$ cat src/verilog/uerf_cfg.svh
// Offsets, field positions, sizes and reset values of the endpoint receive FIFO
`ifndef UERF_CFG_SVH
`define UERF_CFG_SVH

// Sizes
`define UERF_EPS        2
`define UERF_EP_W       1
`define UERF_DEPTH      8
`define UERF_PTR_FULL   4'h8

// Register indices; byte address is four times the index
`define UERF_IDX_DATA   6'h18
`define UERF_IDX_CTRL   6'h19
`define UERF_IDX_FLAGS  6'h1a
`define UERF_IDX_COUNT  6'h1b
`define UERF_IDX_OVW    6'h1c
`define UERF_IDX_EPSEL  6'h07

// Control field positions
`define UERF_CTRL_FLUSH 7
`define UERF_CTRL_DONE  4

// Flag field positions
`define UERF_FLG_EMPTY  3
`define UERF_FLG_FULL   2
`define UERF_FLG_URF    1
`define UERF_FLG_OVF    0

// Setup overwrite field positions
`define UERF_OVW_START  5
`define UERF_OVW_END    4

// Reset values
`define UERF_RST_DATA   32'h0000_0000
`endif

$ cat src/verilog/uerf_pkg.sv
// Types of the endpoint receive FIFO
`default_nettype none
`include "uerf_cfg.svh"
package uerf_pkg;
  // Serial side logic requests
  typedef struct packed {
    logic                  wr;
    logic [7:0]            data;
    logic                  cnt_wr;
    logic [3:0]            cnt;
    logic                  ack;
    logic                  setup;
    logic                  setup_done;
    logic [`UERF_EP_W-1:0] ep;
  } uerf_sil_s;

  // One endpoint receive FIFO
  typedef struct packed {
    logic [`UERF_DEPTH-1:0][7:0] mem;
    logic [3:0]                  wptr;
    logic [3:0]                  rptr;
    logic [3:0]                  cnt;
    logic                        full;
    logic                        urf;
    logic                        ovf;
    logic                        flush;
    logic                        rdone;
    logic                        setup_overwrite_start;
    logic                        setup_overwrite_end;
  } uerf_ep_s;

  // Whole block state
  typedef struct packed {
    uerf_ep_s [`UERF_EPS-1:0] ep;
    logic [`UERF_EP_W-1:0]    sel;
    logic                     waitrequest;
    logic [31:0]              readdata;
    logic [`UERF_EPS-1:0]     nak;
  } uerf_state_s;
endpackage
`default_nettype wire

$ cat src/verilog/uerf_rx_fifo.sv
// Endpoint indexed USB receive FIFO with Avalon-MM register slave
//
// The Avalon-MM register port is this design's own decision.
`default_nettype none
`include "uerf_cfg.svh"

// How it works
// Data, count, control and flag registers act on the endpoint selected.
// Serial writes advance write pointer, CPU data reads advance read pointer.
// Byte count is four bits, read only, upper bits read zero.
// Serial logic writes count after data; CPU reads count bytes.
// Writing the count never sets the full flag; only acknowledge does.
// Flush empties FIFO, clears all flags but empty, then self clears; the code leaves both setup overwrite flags as they stand.
// Read done clears full flag for the set just read, then self clears.
// CPU reads every byte of the set before setting read done.
// Read done is ignored while either setup overwrite flag is set.
// Empty flag tracks pointers; zero length packet also shows empty.
// Successful reception acknowledge sets the full flag.
// Writing the byte count clears the full flag.
// Read of empty FIFO sets sticky underrun, read pointer stays; write zero clears.
// Serial write while full sets sticky overrun; write zero clears.
// A setup packet clears an overrun flag already set.
// On overrun the write pointer does not advance.
// Underrun or overrun on an endpoint makes it answer NAK.
// Software writes zero to reserved bits, ignores their read value.
// Setup token resets full and read pointer, locked while start overwrite set.
// Firmware clears end overwrite before reading after a setup.
// Each FIFO holds eight bytes per data set.
module uerf_rx_fifo (
  input  wire logic                   mclk,
  input  wire logic                   nrst,
  input  wire logic [7:0]             avs_address,
  input  wire logic                   avs_read,
  input  wire logic                   avs_write,
  input  wire logic [31:0]            avs_writedata,
  input  wire logic [3:0]             avs_byteenable,
  output var  logic [31:0]            avs_readdata,
  output var  logic                   avs_waitrequest,
  input  wire uerf_pkg::uerf_sil_s    sil,
  output var  logic [`UERF_EPS-1:0]   ep_nak
);
  import uerf_pkg::*;

  uerf_state_s q;
  uerf_state_s next_q;
  logic        acc;
  logic        wr_ok;

  // Register index hit for a byte address
  function automatic logic hit(input logic [7:0] a, input logic [5:0] idx);
    return (a[7:2] == idx) && (a[1:0] == 2'h0);
  endfunction

  // Data set fully read out or nothing received
  function automatic logic is_empty(input uerf_ep_s e);
    return e.rptr >= e.wptr;
  endfunction

  // Bus request is taken at the edge where waitrequest is low
  assign acc   = (avs_read | avs_write) & ~q.waitrequest;
  assign wr_ok = acc & avs_write & avs_byteenable[0];

  // Next state of bus slave and every endpoint
  always_comb begin
    uerf_ep_s e;
    logic     me;
    logic     sme;
    e = '0;
    me = 1'b0;
    sme = 1'b0;
    next_q = q;
    next_q.waitrequest = ~((avs_read | avs_write) & q.waitrequest);
    next_q.readdata = `UERF_RST_DATA;
    // Read data prepared one cycle ahead of the taking edge
    if (avs_read & q.waitrequest) begin
      e = q.ep[q.sel];
      if (hit(avs_address, `UERF_IDX_DATA))
        next_q.readdata[7:0] = e.mem[e.rptr[2:0]];
      else if (hit(avs_address, `UERF_IDX_COUNT))
        next_q.readdata[7:0] = {4'h0, e.cnt};
      else if (hit(avs_address, `UERF_IDX_CTRL))
        next_q.readdata[7:0] = {e.flush, 2'h0, e.rdone, 4'h0};
      else if (hit(avs_address, `UERF_IDX_FLAGS))
        next_q.readdata[7:0] = {4'h0, is_empty(e), e.full, e.urf, e.ovf};
      else if (hit(avs_address, `UERF_IDX_OVW))
        next_q.readdata[7:0] = {2'h0, e.setup_overwrite_start, e.setup_overwrite_end, 4'h0};
      else if (hit(avs_address, `UERF_IDX_EPSEL))
        next_q.readdata[`UERF_EP_W-1:0] = q.sel;
    end
    if (wr_ok && hit(avs_address, `UERF_IDX_EPSEL))
      next_q.sel = avs_writedata[`UERF_EP_W-1:0];
    for (int i = 0; i < `UERF_EPS; i++) begin
      e = q.ep[i];
      me = (q.sel == i[`UERF_EP_W-1:0]);
      sme = (sil.ep == i[`UERF_EP_W-1:0]);
      // Firmware clears: writing zero clears a clear-only flag
      if (me && wr_ok && hit(avs_address, `UERF_IDX_FLAGS)) begin
        if (!avs_writedata[`UERF_FLG_URF]) e.urf = 1'b0;
        if (!avs_writedata[`UERF_FLG_OVF]) e.ovf = 1'b0;
      end
      if (me && wr_ok && hit(avs_address, `UERF_IDX_OVW) && !avs_writedata[`UERF_OVW_END])
        e.setup_overwrite_end = 1'b0;
      if (me && wr_ok && hit(avs_address, `UERF_IDX_CTRL)) begin
        if (avs_writedata[`UERF_CTRL_FLUSH]) e.flush = 1'b1;
        if (avs_writedata[`UERF_CTRL_DONE]) e.rdone = 1'b1;
      end
      // Read done releases the set unless a setup overwrite is under way
      if (q.ep[i].rdone) begin
        if (!q.ep[i].setup_overwrite_start && !q.ep[i].setup_overwrite_end) begin
          e.full = 1'b0;
          e.wptr = 4'h0;
          e.rptr = 4'h0;
        end
        e.rdone = 1'b0;
      end
      // CPU data read advances, or flags underrun and holds
      if (me && acc && avs_read && hit(avs_address, `UERF_IDX_DATA)) begin
        if (is_empty(q.ep[i]))
          e.urf = 1'b1;
        else if (!q.ep[i].setup_overwrite_start && !q.ep[i].setup_overwrite_end)
          e.rptr = q.ep[i].rptr + 4'h1;
      end
      // Serial side byte write
      if (sme && sil.wr) begin
        if (q.ep[i].full)
          e.ovf = 1'b1;
        else if (q.ep[i].wptr < `UERF_PTR_FULL) begin
          e.mem[q.ep[i].wptr[2:0]] = sil.data;
          e.wptr = q.ep[i].wptr + 4'h1;
        end
      end
      // Count write clears full; acknowledge sets it and wins
      if (sme && sil.cnt_wr) begin
        e.cnt = sil.cnt;
        e.full = 1'b0;
      end
      if (sme && sil.ack && !q.ep[i].setup_overwrite_start)
        e.full = 1'b1;
      // Setup token resets and locks the FIFO state
      if (sme && sil.setup) begin
        e.setup_overwrite_start = 1'b1;
        e.setup_overwrite_end = 1'b0;
        e.full = 1'b0;
        e.rptr = 4'h0;
        e.wptr = 4'h0;
        if (q.ep[i].ovf) e.ovf = 1'b0;
      end
      if (sme && sil.setup_done && q.ep[i].setup_overwrite_start) begin
        e.setup_overwrite_start = 1'b0;
        e.setup_overwrite_end = 1'b1;
      end
      // Flush has the last word and then self clears
      if (q.ep[i].flush) begin
        e.wptr = 4'h0;
        e.rptr = 4'h0;
        e.full = 1'b0;
        e.urf = 1'b0;
        e.ovf = 1'b0;
        e.rdone = 1'b0;
        e.flush = 1'b0;
      end
      next_q.ep[i] = e;
      next_q.nak[i] = e.urf | e.ovf;
    end
  end

  // State register
  always_ff @(posedge mclk or negedge nrst) begin
    if (!nrst) begin
      q <= '0;
      q.waitrequest <= 1'b1;
    end else begin
      q <= next_q;
    end
  end

  assign avs_readdata    = q.readdata;
  assign avs_waitrequest = q.waitrequest;
  assign ep_nak          = q.nak;

  logic s0;
  logic cpu_rd0;
  assign s0 = (sil.ep == '0);
  assign cpu_rd0 = acc && avs_read && hit(avs_address, `UERF_IDX_DATA) && (q.sel == '0);

  // Every endpoint answers NAK exactly while one of its error flags stands
  for (genvar g = 0; g < `UERF_EPS; g++) begin : g_nak_chk

  end
endmodule // uerf_rx_fifo
`default_nettype wire
$ cat config.mk
export PLATFORM = sky130hd
export DESIGN_NAME = uerf_rx_fifo
export DESIGN_NICKNAME = d
export VERILOG_FILES = /design/src/verilog/uerf_pkg.sv /design/src/verilog/uerf_rx_fifo.sv
export VERILOG_INCLUDE_DIRS = /design/src /design/src/verilog
export SDC_FILE = /design/constraint.sdc
export NUM_CORES = 1
export LEC_CHECK = 0
export BUFFER_PORTS_ARGS = -buffer_cell sky130_fd_sc_hd__buf_4
export CORE_ASPECT_RATIO = 0.8
export CORE_UTILIZATION = 50
export CTS_CLUSTER_SIZE = 20
export DETAILED_ROUTE_END_ITERATION = 16
export PLACE_DENSITY_LB_ADDON = 0.05
export SLEW_MARGIN = 10
export SYNTH_ARGS = -nofsm -noshare
export SYNTH_HDL_FRONTEND = slang
export SYNTH_SLANG_ARGS = --single-unit
$ cat constraint.sdc
create_clock -name mclk -period 7.2 [get_ports mclk]
set_clock_uncertainty 0.05 [all_clocks]
set_input_delay 1.44 -clock mclk [delete_from_list [all_inputs] [get_ports mclk]]
set_output_delay 1.44 -clock mclk [all_outputs]
set_load 0.02 [all_outputs]
# --- Yosys cells after proc, flatten, opt, wreduce, memory -nomap -nowiden ---
# Cells that the tools add are included.
classes:
  add_sub_neg: 4
  order_cmp: 11
  eq_ne: 6
  muxes: 80
  bitwise_logic: 14
  reduce_logical: 71
op_table:
  columns: ["op", "count"]
  rows:
  - ["2-to-1 mux 83 bit", 2]
  - ["bitwise mux 64 bit", 2]
  - ["2-to-1 mux 8 bit", 15]
  - ["demux 8 bit (select 3 bit)", 2]
  - ["2-to-1 mux 4 bit", 12]
  - ["logical AND 1 bit", 41]
  - ["2-to-1 mux 1 bit", 34]
  - ["== test 6 x 5 -> 1 bit (second input constant)", 5]
  - ["binary-select mux 8 bit (select 3 bit)", 1]
  - ["nonzero test 5 bit", 4]
  - ["nonzero test 3 bit", 6]
  - ["adder 4 x 1 -> 4 bit (second input constant)", 4]
  - ["2-to-1 mux 2 bit", 8]
  - ["2-to-1 mux 5 bit", 3]
  - [">= comparator 4 bit", 3]
  - ["< comparator 3 x 4 -> 1 bit (second input constant)", 3]
  - ["AND reduction 2 bit", 6]
  - ["nonzero test 2 bit", 6]
  - ["< comparator 4 bit (second input constant)", 2]
  - ["== test 6 x 3 -> 1 bit (second input constant)", 1]
  - [">= comparator 3 x 1 -> 1 bit (second input constant)", 2]
  - ["2-to-1 mux 6 bit", 1]
  - ["NOT 1 bit", 6]
  - ["AND reduction 3 bit", 2]
  - ["other kinds (5)", 15]
totals:
  register_bits: 178
  input_bits: 66
  out_inout_bits: 35
  word_cells: 226

# --- Logic depth before layout (Yosys ltp) ---
# Gate-level depths: netlist (run 1).
logic_depth:
  word_depth: 13
  depth_mapped: 12
  ltp_nobuf: 8

# --- Least setup slack after synthesis (run 1) ---
# Ideal clock, no wire load.
synth_path:
  path_type: "input -> register"
  start: "input avs_address[7]"
  end: "register q[47] (netlist bit)"
  setup_ns: 0.133
  arrival_ns: 2.790
  t_required_ns: 7.017
  slack_ns: 4.227
  path_stages: 7
  path_buffers: 1
  cell_sequence: "nor3_1 > and3b_1 > buf_2 > nand2_1 > a211oi_2 > mux2i_1 > o31ai_1"
synth_lines:
  columns: ["item", "line_no", "rtl"]
  rows:
  - ["start: declaration", "uerf_rx_fifo.sv:32", "input wire logic [7:0] avs_address,"]
  - ["end signal: assignment", "uerf_rx_fifo.sv:173", "q <= next_q;"]
  - ["end: declaration", "uerf_rx_fifo.sv:44", "uerf_state_s q;"]

==> results of run 1 <==
## cell type report
cell class              count  share of cell area, %
flip-flops and latches    178                   44.5
multi-input cells         499                   42.9
clock buffers              21                   4.49
repair buffers             49                   3.71
well taps                 225                   2.81
clock inverters            11                   1.06
inverters                  15                  0.562
## worst max path at each step
stage | start | to | slack, ns | depth (start not counted)
2_1_floorplan | avs_address[7] | q[47] | 4.23 | 7
3_3_place_gp | sil[0] | q[71] | 3.61 | 5
3_5_place_dp | sil[0] | q[75] | 3.60 | 5
4_1_cts | sil[0] | q[76] | 4.06 | 5
5_1_grt | avs_address[7] | q[47] | 3.92 | 7
6_report | avs_address[7] | q[47] | 4.02 | 7
## power by group through the flow
stage,clock network [W],registers (W),logic (W)
CTS,0.000899,0.00133,0.000632
detailed placement,0,0.00135,0.000630
global route,0.000941,0.00136,0.000687
floorplan,0,0.00129,0.000498
global placement,0,0.00133,0.000611
finish,0.000882,0.00133,0.000630
## sequential cells by signal, indices dropped and copies added (netlist names)
signal           count
avs_readdata         8
avs_waitrequest      1
q                  167
ep_nak               2
## cell usage in the layout (no fill, tap or decap), types with 14 or more instances in the layout
master and n:
a211oi_1 14, conb_1 24, nor2_1 16, mux4_2 19, nand2_1 50, buf_4 48, ha_1 16, mux2i_1 27
nand3_1 25, a21oi_1 24, mux2_2 147, clkbuf_16 17, dfrtp_1 176
## logic make-up after synthesis
group	count (synthesis)	share of synthesized area, %
adders and majority gates	16	2.18
DFF	178	48.6
other	1	0.0409
buffers and inverters	90	5.46
AOI/OAI and AO/OA	90	6.66
muxes	195	26.2
and+or+nand+nor	174	10.9
## through the flow
| stage | power [W] | utilization (%) | setup slack, ns |
|---|---|---|---|
| after global routing | 0.00298 | 56.8 | 3.92 |
| after detailed placement | 0.00198 | 53.6 | 3.60 |
| after floorplan | 0.00179 | - | 4.23 |
| after CTS | 0.00286 | 56.8 | 4.06 |
| after global placement | 0.00194 | 53.6 | 3.61 |
| final | 0.00284 | 56.8 | 4.02 |
## metal layers
metal / vias to the layer above / routed length (um)
met4: 0 / 263
met2: 177 / 9810
met1: 3110 / 11100
met3: 18 / 1350
met5: - / 0
li1: 2714 / -
==> out/metrics.csv, run 1 <==
metric,value,unit
outcome,"finished, final reports clean",
grt_max_degree,104,
rsz0062_at_grt,no,
place.gp.congestion,0.897,
cts_tree,yes,
vias,6019,
clock-root-buffer,clkbuf_16,
syn_inst,744,
crit_family,simple AND/OR/NAND/NOR gates,
ys_types,59,
power.switching,0.000839,W
worstRegToRegCells,9,
p_leak,4.50,nW
grt_pass1_vias,5847,
drc,0,
fillCellCount,1472,
drt_pass1_iterations,5,
synth_edf_count,0,
yosysWarnings,0,
internal_power,0.00200,W
drv_cap,0,
cp.arrival,3.43,ns
grt_busiest_layer,met1,
start_util,52.0,%
start_kind,input port,
r2r_end,q[47],
dp.cells,966,
dp_hpwl,15700,um
grt_remaining_overflow,0,
wl,22600,um
n_antenna_cell,0,
power_density,284,mW/mm^2
clock_sink_count,178,
fmax,0.314,GHz
design_area,0.0100,mm^2
ff_latch_area,0.00446,mm^2
post_cts_buffers,0,
grt_use_met3,5.89,%
tightest_slew,0.946,ns
holdWs,0.449,ns
swShare,29.5,%
clock_path_buffers,2,
max_stage_delay,0.62,ns
max-vdd-ir-drop,0.184,mV
finalCritPeriodShare,44.2,%
p_seq_share,46.8,%
io_buffers,45,
layout-drive-gt1-share,34.5,%
hp-class,reg -> reg,
dieArea,0.0189,mm^2
vias_per_cell,6.03,
multiInputGateArea,0.00430,mm^2
wire_per_inst,22.6,um
cp.required,7.45,ns
clkPwrFrac,31.0,%
end_kind,flop,
yosysTopAreaCell,dfrtp_1,
seq_area_frac_synth,48.6,%
io_pins,101,
die_w,153,um
core,0.0176,mm^2
fin_setup_tns,0,ns
syn_to_final_growth,9.31,%
netlist_top_cells_count,"dfrtp_1 (177), mux2_2 (147), nand2_1 (50), buf_4 (34), mux2i_1 (27)",
synth-main-ff-cell,dfrtp_1,
combPwrFrac,22.1,%
final_cell_count_no_fill,998,
rows,43,
reg2reg_from,q[47],
clkTransAtPathRegs,0.07,ns
clk_latency,0.43,ns
path_class,in -> reg,
grt_pass1_wl,35500,um
antenna_left,0,
synth_area_leaders,"dfrtp_1 (48%), mux2_2 (18%), mux4_2 (4.7%), mux2i_1 (2.9%), buf_4 (2.8%)",
nets,842,
drtIter0Drc,473,
min_from,q[121],
die_h,123,um
synth_top_area_share,48.3,%
critPathBufInv,1,
synth_most_common_cell,dfrtp_1,
hold_buffers,0,
antenna_found_initial,0,
cts.htree.levels,4,
ys_seq_elements,178,
holdPathEnd,q[121],
synthArstFlopShare,100,%
grt_usage,25.7,%
met1_usage,39.5,%
netlist_area,0.00917,mm^2
maxSlewHeadroom,36.9,%
fin_crit,3.18,ns
final-setup-viol-count,0,
cpMaxStageDelayCell,a211oi_2,
cts_buffers,17,
hold_violations,0,
grt_use_met2,36.1,%
cts_resized,0,
place_area,0.00947,mm^2
maxSlewViolCount,0,
critPathMaxFanout,9,
syn_area_per_cell,12.3,um^2
reg2reg_slack,4.08,ns
path_cells,buf_4 > nor3_1 > and3b_1 > nand2_1 > a211oi_2 > mux2i_1 > o31ai_1,
hold_depth,1,
No activity file was read; power rests on OpenSTA's default activity.
==> inputs of run 2 (changes only) <==
==> constraint.sdc (replaced) <==
create_clock -name mclk -period 3.1 [get_ports mclk]
set_clock_uncertainty 0.05 [all_clocks]
set_input_delay 0.62 -clock mclk [delete_from_list [all_inputs] [get_ports mclk]]
set_output_delay 0.62 -clock mclk [all_outputs]
set_load 0.02 [all_outputs]
==> run 2 against run 1 <==
  * Setup slack worse by 3.7 ns
  * Worst hold slack worse by 0.34 ns
  * Sequential share of layout area is 0.73 points lower
  * Final cell count is 1.0% higher
  * Critical path type is now reg -> reg
  * Largest power group unchanged
==> out/metrics.csv, run 2 (synthesis results as in run 1) <==
metric,value,unit,change
cts.htree.levels,4,,unchanged
multiInputGateArea,0.00430,mm^2,unchanged
clock_path_buffers,2,,unchanged
drc,0,,unchanged
grt_pass1_wl,36800,um,was 35500 um
rows,43,,unchanged
grt_usage,26.5,%,was 25.7%
power_density,667,mW/mm^2,was 284 mW/mm^2
top_register,q,,unchanged
hold_buffers,0,,unchanged
tightest_slew,0.662,ns,was 0.946 ns
wire_per_inst,23.2,um,was 22.6 um
drt_pass1_iterations,5,,unchanged
drv_cap,0,,unchanged
maxSlewHeadroom,55.7,%,was 36.9%
outcome,"finished, final reports clean",,unchanged
end_kind,flop,,unchanged
ff_latch_area,0.00446,mm^2,unchanged
reg2reg_slack,0.30,ns,was 4.08 ns
vias,6167,,was 6019
place_area,0.00959,mm^2,was 0.00947 mm^2
power.switching,0.00200,W,was 0.000839 W
vias_per_cell,6.12,,was 6.03
most-common-layout-cells,"dfrtp_1 (176), mux2_2 (147), buf_4 (54)",,"was dfrtp_1 (176), mux2_2 (147), nand2_1 (50)"
rsz0062_at_grt,no,,unchanged
design_area,0.0102,mm^2,was 0.0100 mm^2
die_h,123,um,unchanged
n_antenna_cell,0,,unchanged
grt_max_degree,67,,was 104
p_leak,4.58,nW,was 4.50 nW
combPwrFrac,22.4,%,was 22.1%
die_w,153,um,unchanged
io_pins,101,,unchanged
final_common_cell,dfrtp_1,,unchanged
fmax,0.357,GHz,
dp_hpwl,16400,um,was 15700 um
clkPwrFrac,32.4,%,was 31.0%
layout-drive-gt1-share,35.5,%,was 34.5%
clock-root-buffer,clkbuf_16,,unchanged
finalCritPeriodShare,90.4,%,
clk_latency,0.43,ns,about the same
reg2reg_from,q[52],,was q[47]
grt_pass1_vias,6196,,was 5847
start_util,52.0,%,unchanged
wl,23400,um,was 22600 um
worstRegToRegCells,7,,was 9
nets,852,,was 842
io_buffers,45,,unchanged
antenna_left,0,,unchanged
max-vdd-ir-drop,0.313,mV,was 0.184 mV
final-setup-viol-count,0,,unchanged
cts_resized,0,,unchanged
cp.arrival,3.06,ns,was 3.43 ns
largest_reg_flops,167,,unchanged
swShare,29.4,%,was 29.5%
cp.required,3.35,ns,was 7.45 ns
r2r_end,q[47],,unchanged
internal_power,0.00480,W,was 0.00200 W
place.gp.congestion,0.900,,was 0.897
clkTransAtPathRegs,0.07,ns,about the same
drtIter0Drc,577,,was 473
p_seq_share,45.1,%,was 46.8%
dieArea,0.0189,mm^2,unchanged
syn_to_final_growth,11.1,%,was 9.31%
critPathMaxFanout,9,,unchanged
antenna_found_initial,0,,unchanged
grt_remaining_overflow,0,,unchanged
maxSlewViolCount,0,,unchanged
cts_tree,yes,,unchanged
start_kind,flop,,was input port
core,0.0176,mm^2,unchanged
fin_crit,2.80,ns,
clock_sink_count,178,,unchanged
fin_setup_tns,0,ns,unchanged
post_cts_buffers,0,,unchanged
hp-class,in -> async,,was reg -> reg
cts_buffers,17,,unchanged
hold_violations,0,,unchanged
fillCellCount,1469,,was 1472
path_class,reg -> reg,,was in -> reg
[run 2: routing by layer]
metal / global-route usage (%) / routed length [um] / vias to the layer above
met5: 0 / 0 / -
met4: 7.75 / 308 / 0
met3: 5.29 / 1460 / 21
met2: 38.3 / 10100 / 210
met1: 40.3 / 11500 / 3198
li1: - / - / 2738
[run 2: stage by stage]
| step | utilization, % | cells | setup slack (ns) | power [W] | hold WS, ns |
|---|---|---|---|---|---|
| after floorplan | - | 767 | 0.439 | 0.00415 | 0.274 |
| after global placement | 54.3 | 976 | 0.464 | 0.00454 | 0.432 |
| after detailed placement | 54.3 | 976 | 0.371 | 0.00462 | 0.440 |
| after CTS | 57.7 | 1008 | 0.331 | 0.00683 | 0.133 |
| after global routing | 57.7 | 1008 | 0.129 | 0.00713 | 0.142 |
| final | 57.7 | 1008 | 0.298 | 0.00680 | 0.109 |
[run 2: area by class of cell]
cell class                      instances  share of cell area, %
Sequential cell                       178                   43.7
Multi-Input combinational cell        499                   42.2
Timing Repair Buffer                   59                   4.88
Clock buffer                           22                   4.65
Tap cell                              225                   2.76
Clock inverter                         10                   1.22
Inverter                               15                  0.553
[run 2: worst max-delay path, cell delays in order, from the launching register on]
cell and delay, ns:
dfrtp_1 0.58, clkinv_1 0.30, ha_1 0.35, a21o_1 0.16, a211o_1 0.32, a211oi_2 0.56, mux2i_1 0.26, o31ai_1 0.09
[run 2: power groups by stage]
stage / logic [W] / clock network, W / registers [W]
after detailed placement: 0.00152 / 0 / 0.00310
after global placement: 0.00147 / 0 / 0.00307
after global routing: 0.00166 / 0.00234 / 0.00313
after floorplan: 0.00116 / 0 / 0.00299
after CTS: 0.00152 / 0.00224 / 0.00306
final: 0.00153 / 0.00220 / 0.00307
[run 2: worst max path at each step]
| stage | endpoint | start |
|---|---|---|
| 3_3_place_gp | q[177] | sil[0] |
| 6_report | q[47] | q[52] |
| 4_1_cts | q[47] | q[52] |
| 3_5_place_dp | q[47] | q[52] |
| 5_1_grt | q[47] | q[52] |
| 2_1_floorplan | avs_readdata[3] | q[35] |
==> inputs of run 3 (changes only) <==
--- a/config.mk
+++ b/config.mk
@@ -9,6 +9,7 @@
 export BUFFER_PORTS_ARGS = -buffer_cell sky130_fd_sc_hd__buf_4
 export CORE_ASPECT_RATIO = 0.8
 export CORE_UTILIZATION = 50
+export CTS_BUF_LIST = sky130_fd_sc_hd__clkbuf_4 sky130_fd_sc_hd__clkbuf_8 sky130_fd_sc_hd__clkbuf_16
 export CTS_CLUSTER_SIZE = 20
 export DETAILED_ROUTE_END_ITERATION = 16
 export PLACE_DENSITY_LB_ADDON = 0.05
==> constraint.sdc (replaced) <==
create_clock -name mclk -period 3.1 [get_ports mclk]
set_clock_uncertainty 0.05 [all_clocks]
set_input_delay 0.31 -clock mclk [delete_from_list [all_inputs] [get_ports mclk]]
set_output_delay 0.31 -clock mclk [all_outputs]
set_load 0.02 [all_outputs]
==> run 3 against run 2 <==
  * Setup slack improved by 0.0011 ns
  * Sequential share of layout area rose by 0.10 points
  * Clock-buffer cell count decreased by 4
  * Clock power about the same
  * Combinational power is essentially flat
  * Die area unchanged
  * Worst hold slack worse by 0.066 ns
  * Maximum frequency about the same
  * Critical path depth is the same
  * Cell area decreased by 0.23%
  * Final cell count hardly changed
  * First-iteration DRC count is 3.8% lower
  * Critical path type unchanged
  * Largest cell class unchanged
==> out/metrics.csv, run 3 (synthesis results as in run 1) <==
metric,value,unit,change
path_class,reg -> reg,,unchanged
wl_met1,11600,um,was 11500 um
final-setup-viol-count,0,,unchanged
wire_per_inst,23.1,um,was 23.2 um
dp_hpwl,16600,um,was 16400 um
cts.htree.levels,4,,unchanged
p_leak,4.59,nW,was 4.58 nW
tightest_slew,0.683,ns,was 0.662 ns
rows,43,,unchanged
finalCritPeriodShare,90.4,%,about the same
die_w,153,um,unchanged
layout-drive-gt1-share,35.7,%,was 35.5%
cts_buffers,17,,unchanged
dieArea,0.0189,mm^2,unchanged
grt_pass1_vias,6199,,was 6196
end_kind,flop,,unchanged
clkTransAtPathRegs,0.07,ns,about the same
drc,0,,unchanged
fin_setup_tns,0,ns,unchanged
hold_violations,0,,unchanged
n_antenna_cell,0,,unchanged
grt_usage,26.6,%,was 26.5%
dr_wl_met3,1570,um,was 1460 um
holdWs,0.0425,ns,was 0.109 ns
clock_path_buffers,2,,unchanged
place.gp.congestion,0.879,,was 0.900
cts_resized,0,,unchanged
pre_cts_slack,0.331,ns,was 0.371 ns
hold_depth,2,,
outcome,"finished, final reports clean",,unchanged
cts_tree,yes,,unchanged
vias_per_cell,6.05,,was 6.12
rsz0062_at_grt,no,,unchanged
antenna_found_initial,1,,was 0
maxSlewHeadroom,54.4,%,was 55.7%
max-vdd-ir-drop,0.332,mV,was 0.313 mV
drv_cap,0,,unchanged
fmax,0.357,GHz,about the same
worstRegToRegCells,7,,unchanged
wl_met2,9900,um,was 10100 um
start_kind,flop,,unchanged
power_density,664,mW/mm^2,was 667 mW/mm^2
syn_to_final_growth,10.9,%,was 11.1%
cp.arrival,3.06,ns,about the same
fin_crit,2.80,ns,about the same
cp.required,3.36,ns,was 3.35 ns
die_h,123,um,unchanged
wl,23300,um,was 23400 um
clock_sink_count,178,,unchanged
post_cts_buffers,0,,unchanged
final_common_cell,dfrtp_1,,unchanged
nets,853,,was 852
hp-class,in -> reg,,was in -> async
clk_latency,0.44,ns,was 0.43 ns
core,0.0176,mm^2,unchanged
vias,6109,,was 6167
maxSlewViolCount,0,,unchanged
grt_pass1_wl,36600,um,was 36800 um
grt_remaining_overflow,0,,unchanged
drtIter0Drc,555,,was 577
critPathMaxFanout,9,,unchanged
top_register,q,,unchanged
io_pins,101,,unchanged
antenna_left,0,,unchanged
largest_reg_flops,167,,unchanged
maxUsedRoutingLayer,met4,,unchanged
start_util,52.0,%,unchanged
io_buffers,45,,unchanged
most-common-layout-cells,"dfrtp_1 (176), mux2_2 (147), buf_4 (56)",,"was dfrtp_1 (176), mux2_2 (147), buf_4 (54)"
fillCellCount,1476,,was 1469
clock-root-buffer,clkbuf_16,,unchanged
postLayoutSetupSlackWorst,0.299,ns,was 0.298 ns
drt_pass1_iterations,5,,unchanged
grt_max_degree,61,,was 67
## run 3: final timing paths
kind	start	endpoint	slack, ns
min in group asynchronous	nrst	q[178]	0.37
max in group asynchronous	nrst	avs_waitrequest	1.85
min reg2reg	q[168]	q[168]	0.45
max	q[52]	q[47]	0.30
max reg2reg	q[52]	q[47]	0.30
min	avs_write	avs_waitrequest	0.04
## run 3: what timing repair did
action	4_1_cts	5_1_grt
hold endpoints to repair	58	0
setup endpoints to repair	0	0
hold buffers	1	0
## run 3: final cells by class
type / instances / area, um^2 / share of cell area [%]
Inverter: 15 / 56.3 / 0.554
Multi-Input combinational cell: 499 / 4300 / 42.3
Sequential cell: 178 / 4460 / 43.8
Timing Repair Buffer: 60 / 482 / 4.74
Clock buffer: 18 / 439 / 4.32
Clock inverter: 14 / 150 / 1.48
Tap cell: 225 / 282 / 2.77
## run 3: power breakdown
part           switching, W  leakage (nW)  internal (W)  total, W
clock network      0.000958         0.290       0.00122   0.00218
registers          0.000298          2.32       0.00278   0.00308
logic              0.000739          1.98      0.000758   0.00150
total               0.00199          4.59       0.00476   0.00675
## run 3: metal layers
layer  vias to the layer above  GRT usage, %
met5                         -             0
met4                         0          7.06
met3                        18          7.01
met2                       183          37.8
met1                      3180          40.3
li1                       2728             -
## run 3: worst max-delay path: stages (launching register included)
cell	delay [ns]
dfrtp_1	0.58
clkinv_1	0.29
ha_1	0.35
a21o_1	0.16
a211o_1	0.32
a211oi_2	0.59
mux2i_1	0.26
o31ai_1	0.08
## run 3: through the flow
| step | utilization, % | power, W | instances | area, um^2 |
|---|---|---|---|---|
| finish | 57.6 | 0.00675 | 1009 | 10200 |
| floorplan | - | 0.00415 | 767 | 9260 |
| global placement | 54.2 | 0.00453 | 976 | 9570 |
| global route | 57.6 | 0.00710 | 1009 | 10200 |
| detailed placement | 54.2 | 0.00460 | 976 | 9570 |
| CTS | 57.6 | 0.00679 | 1009 | 10200 |
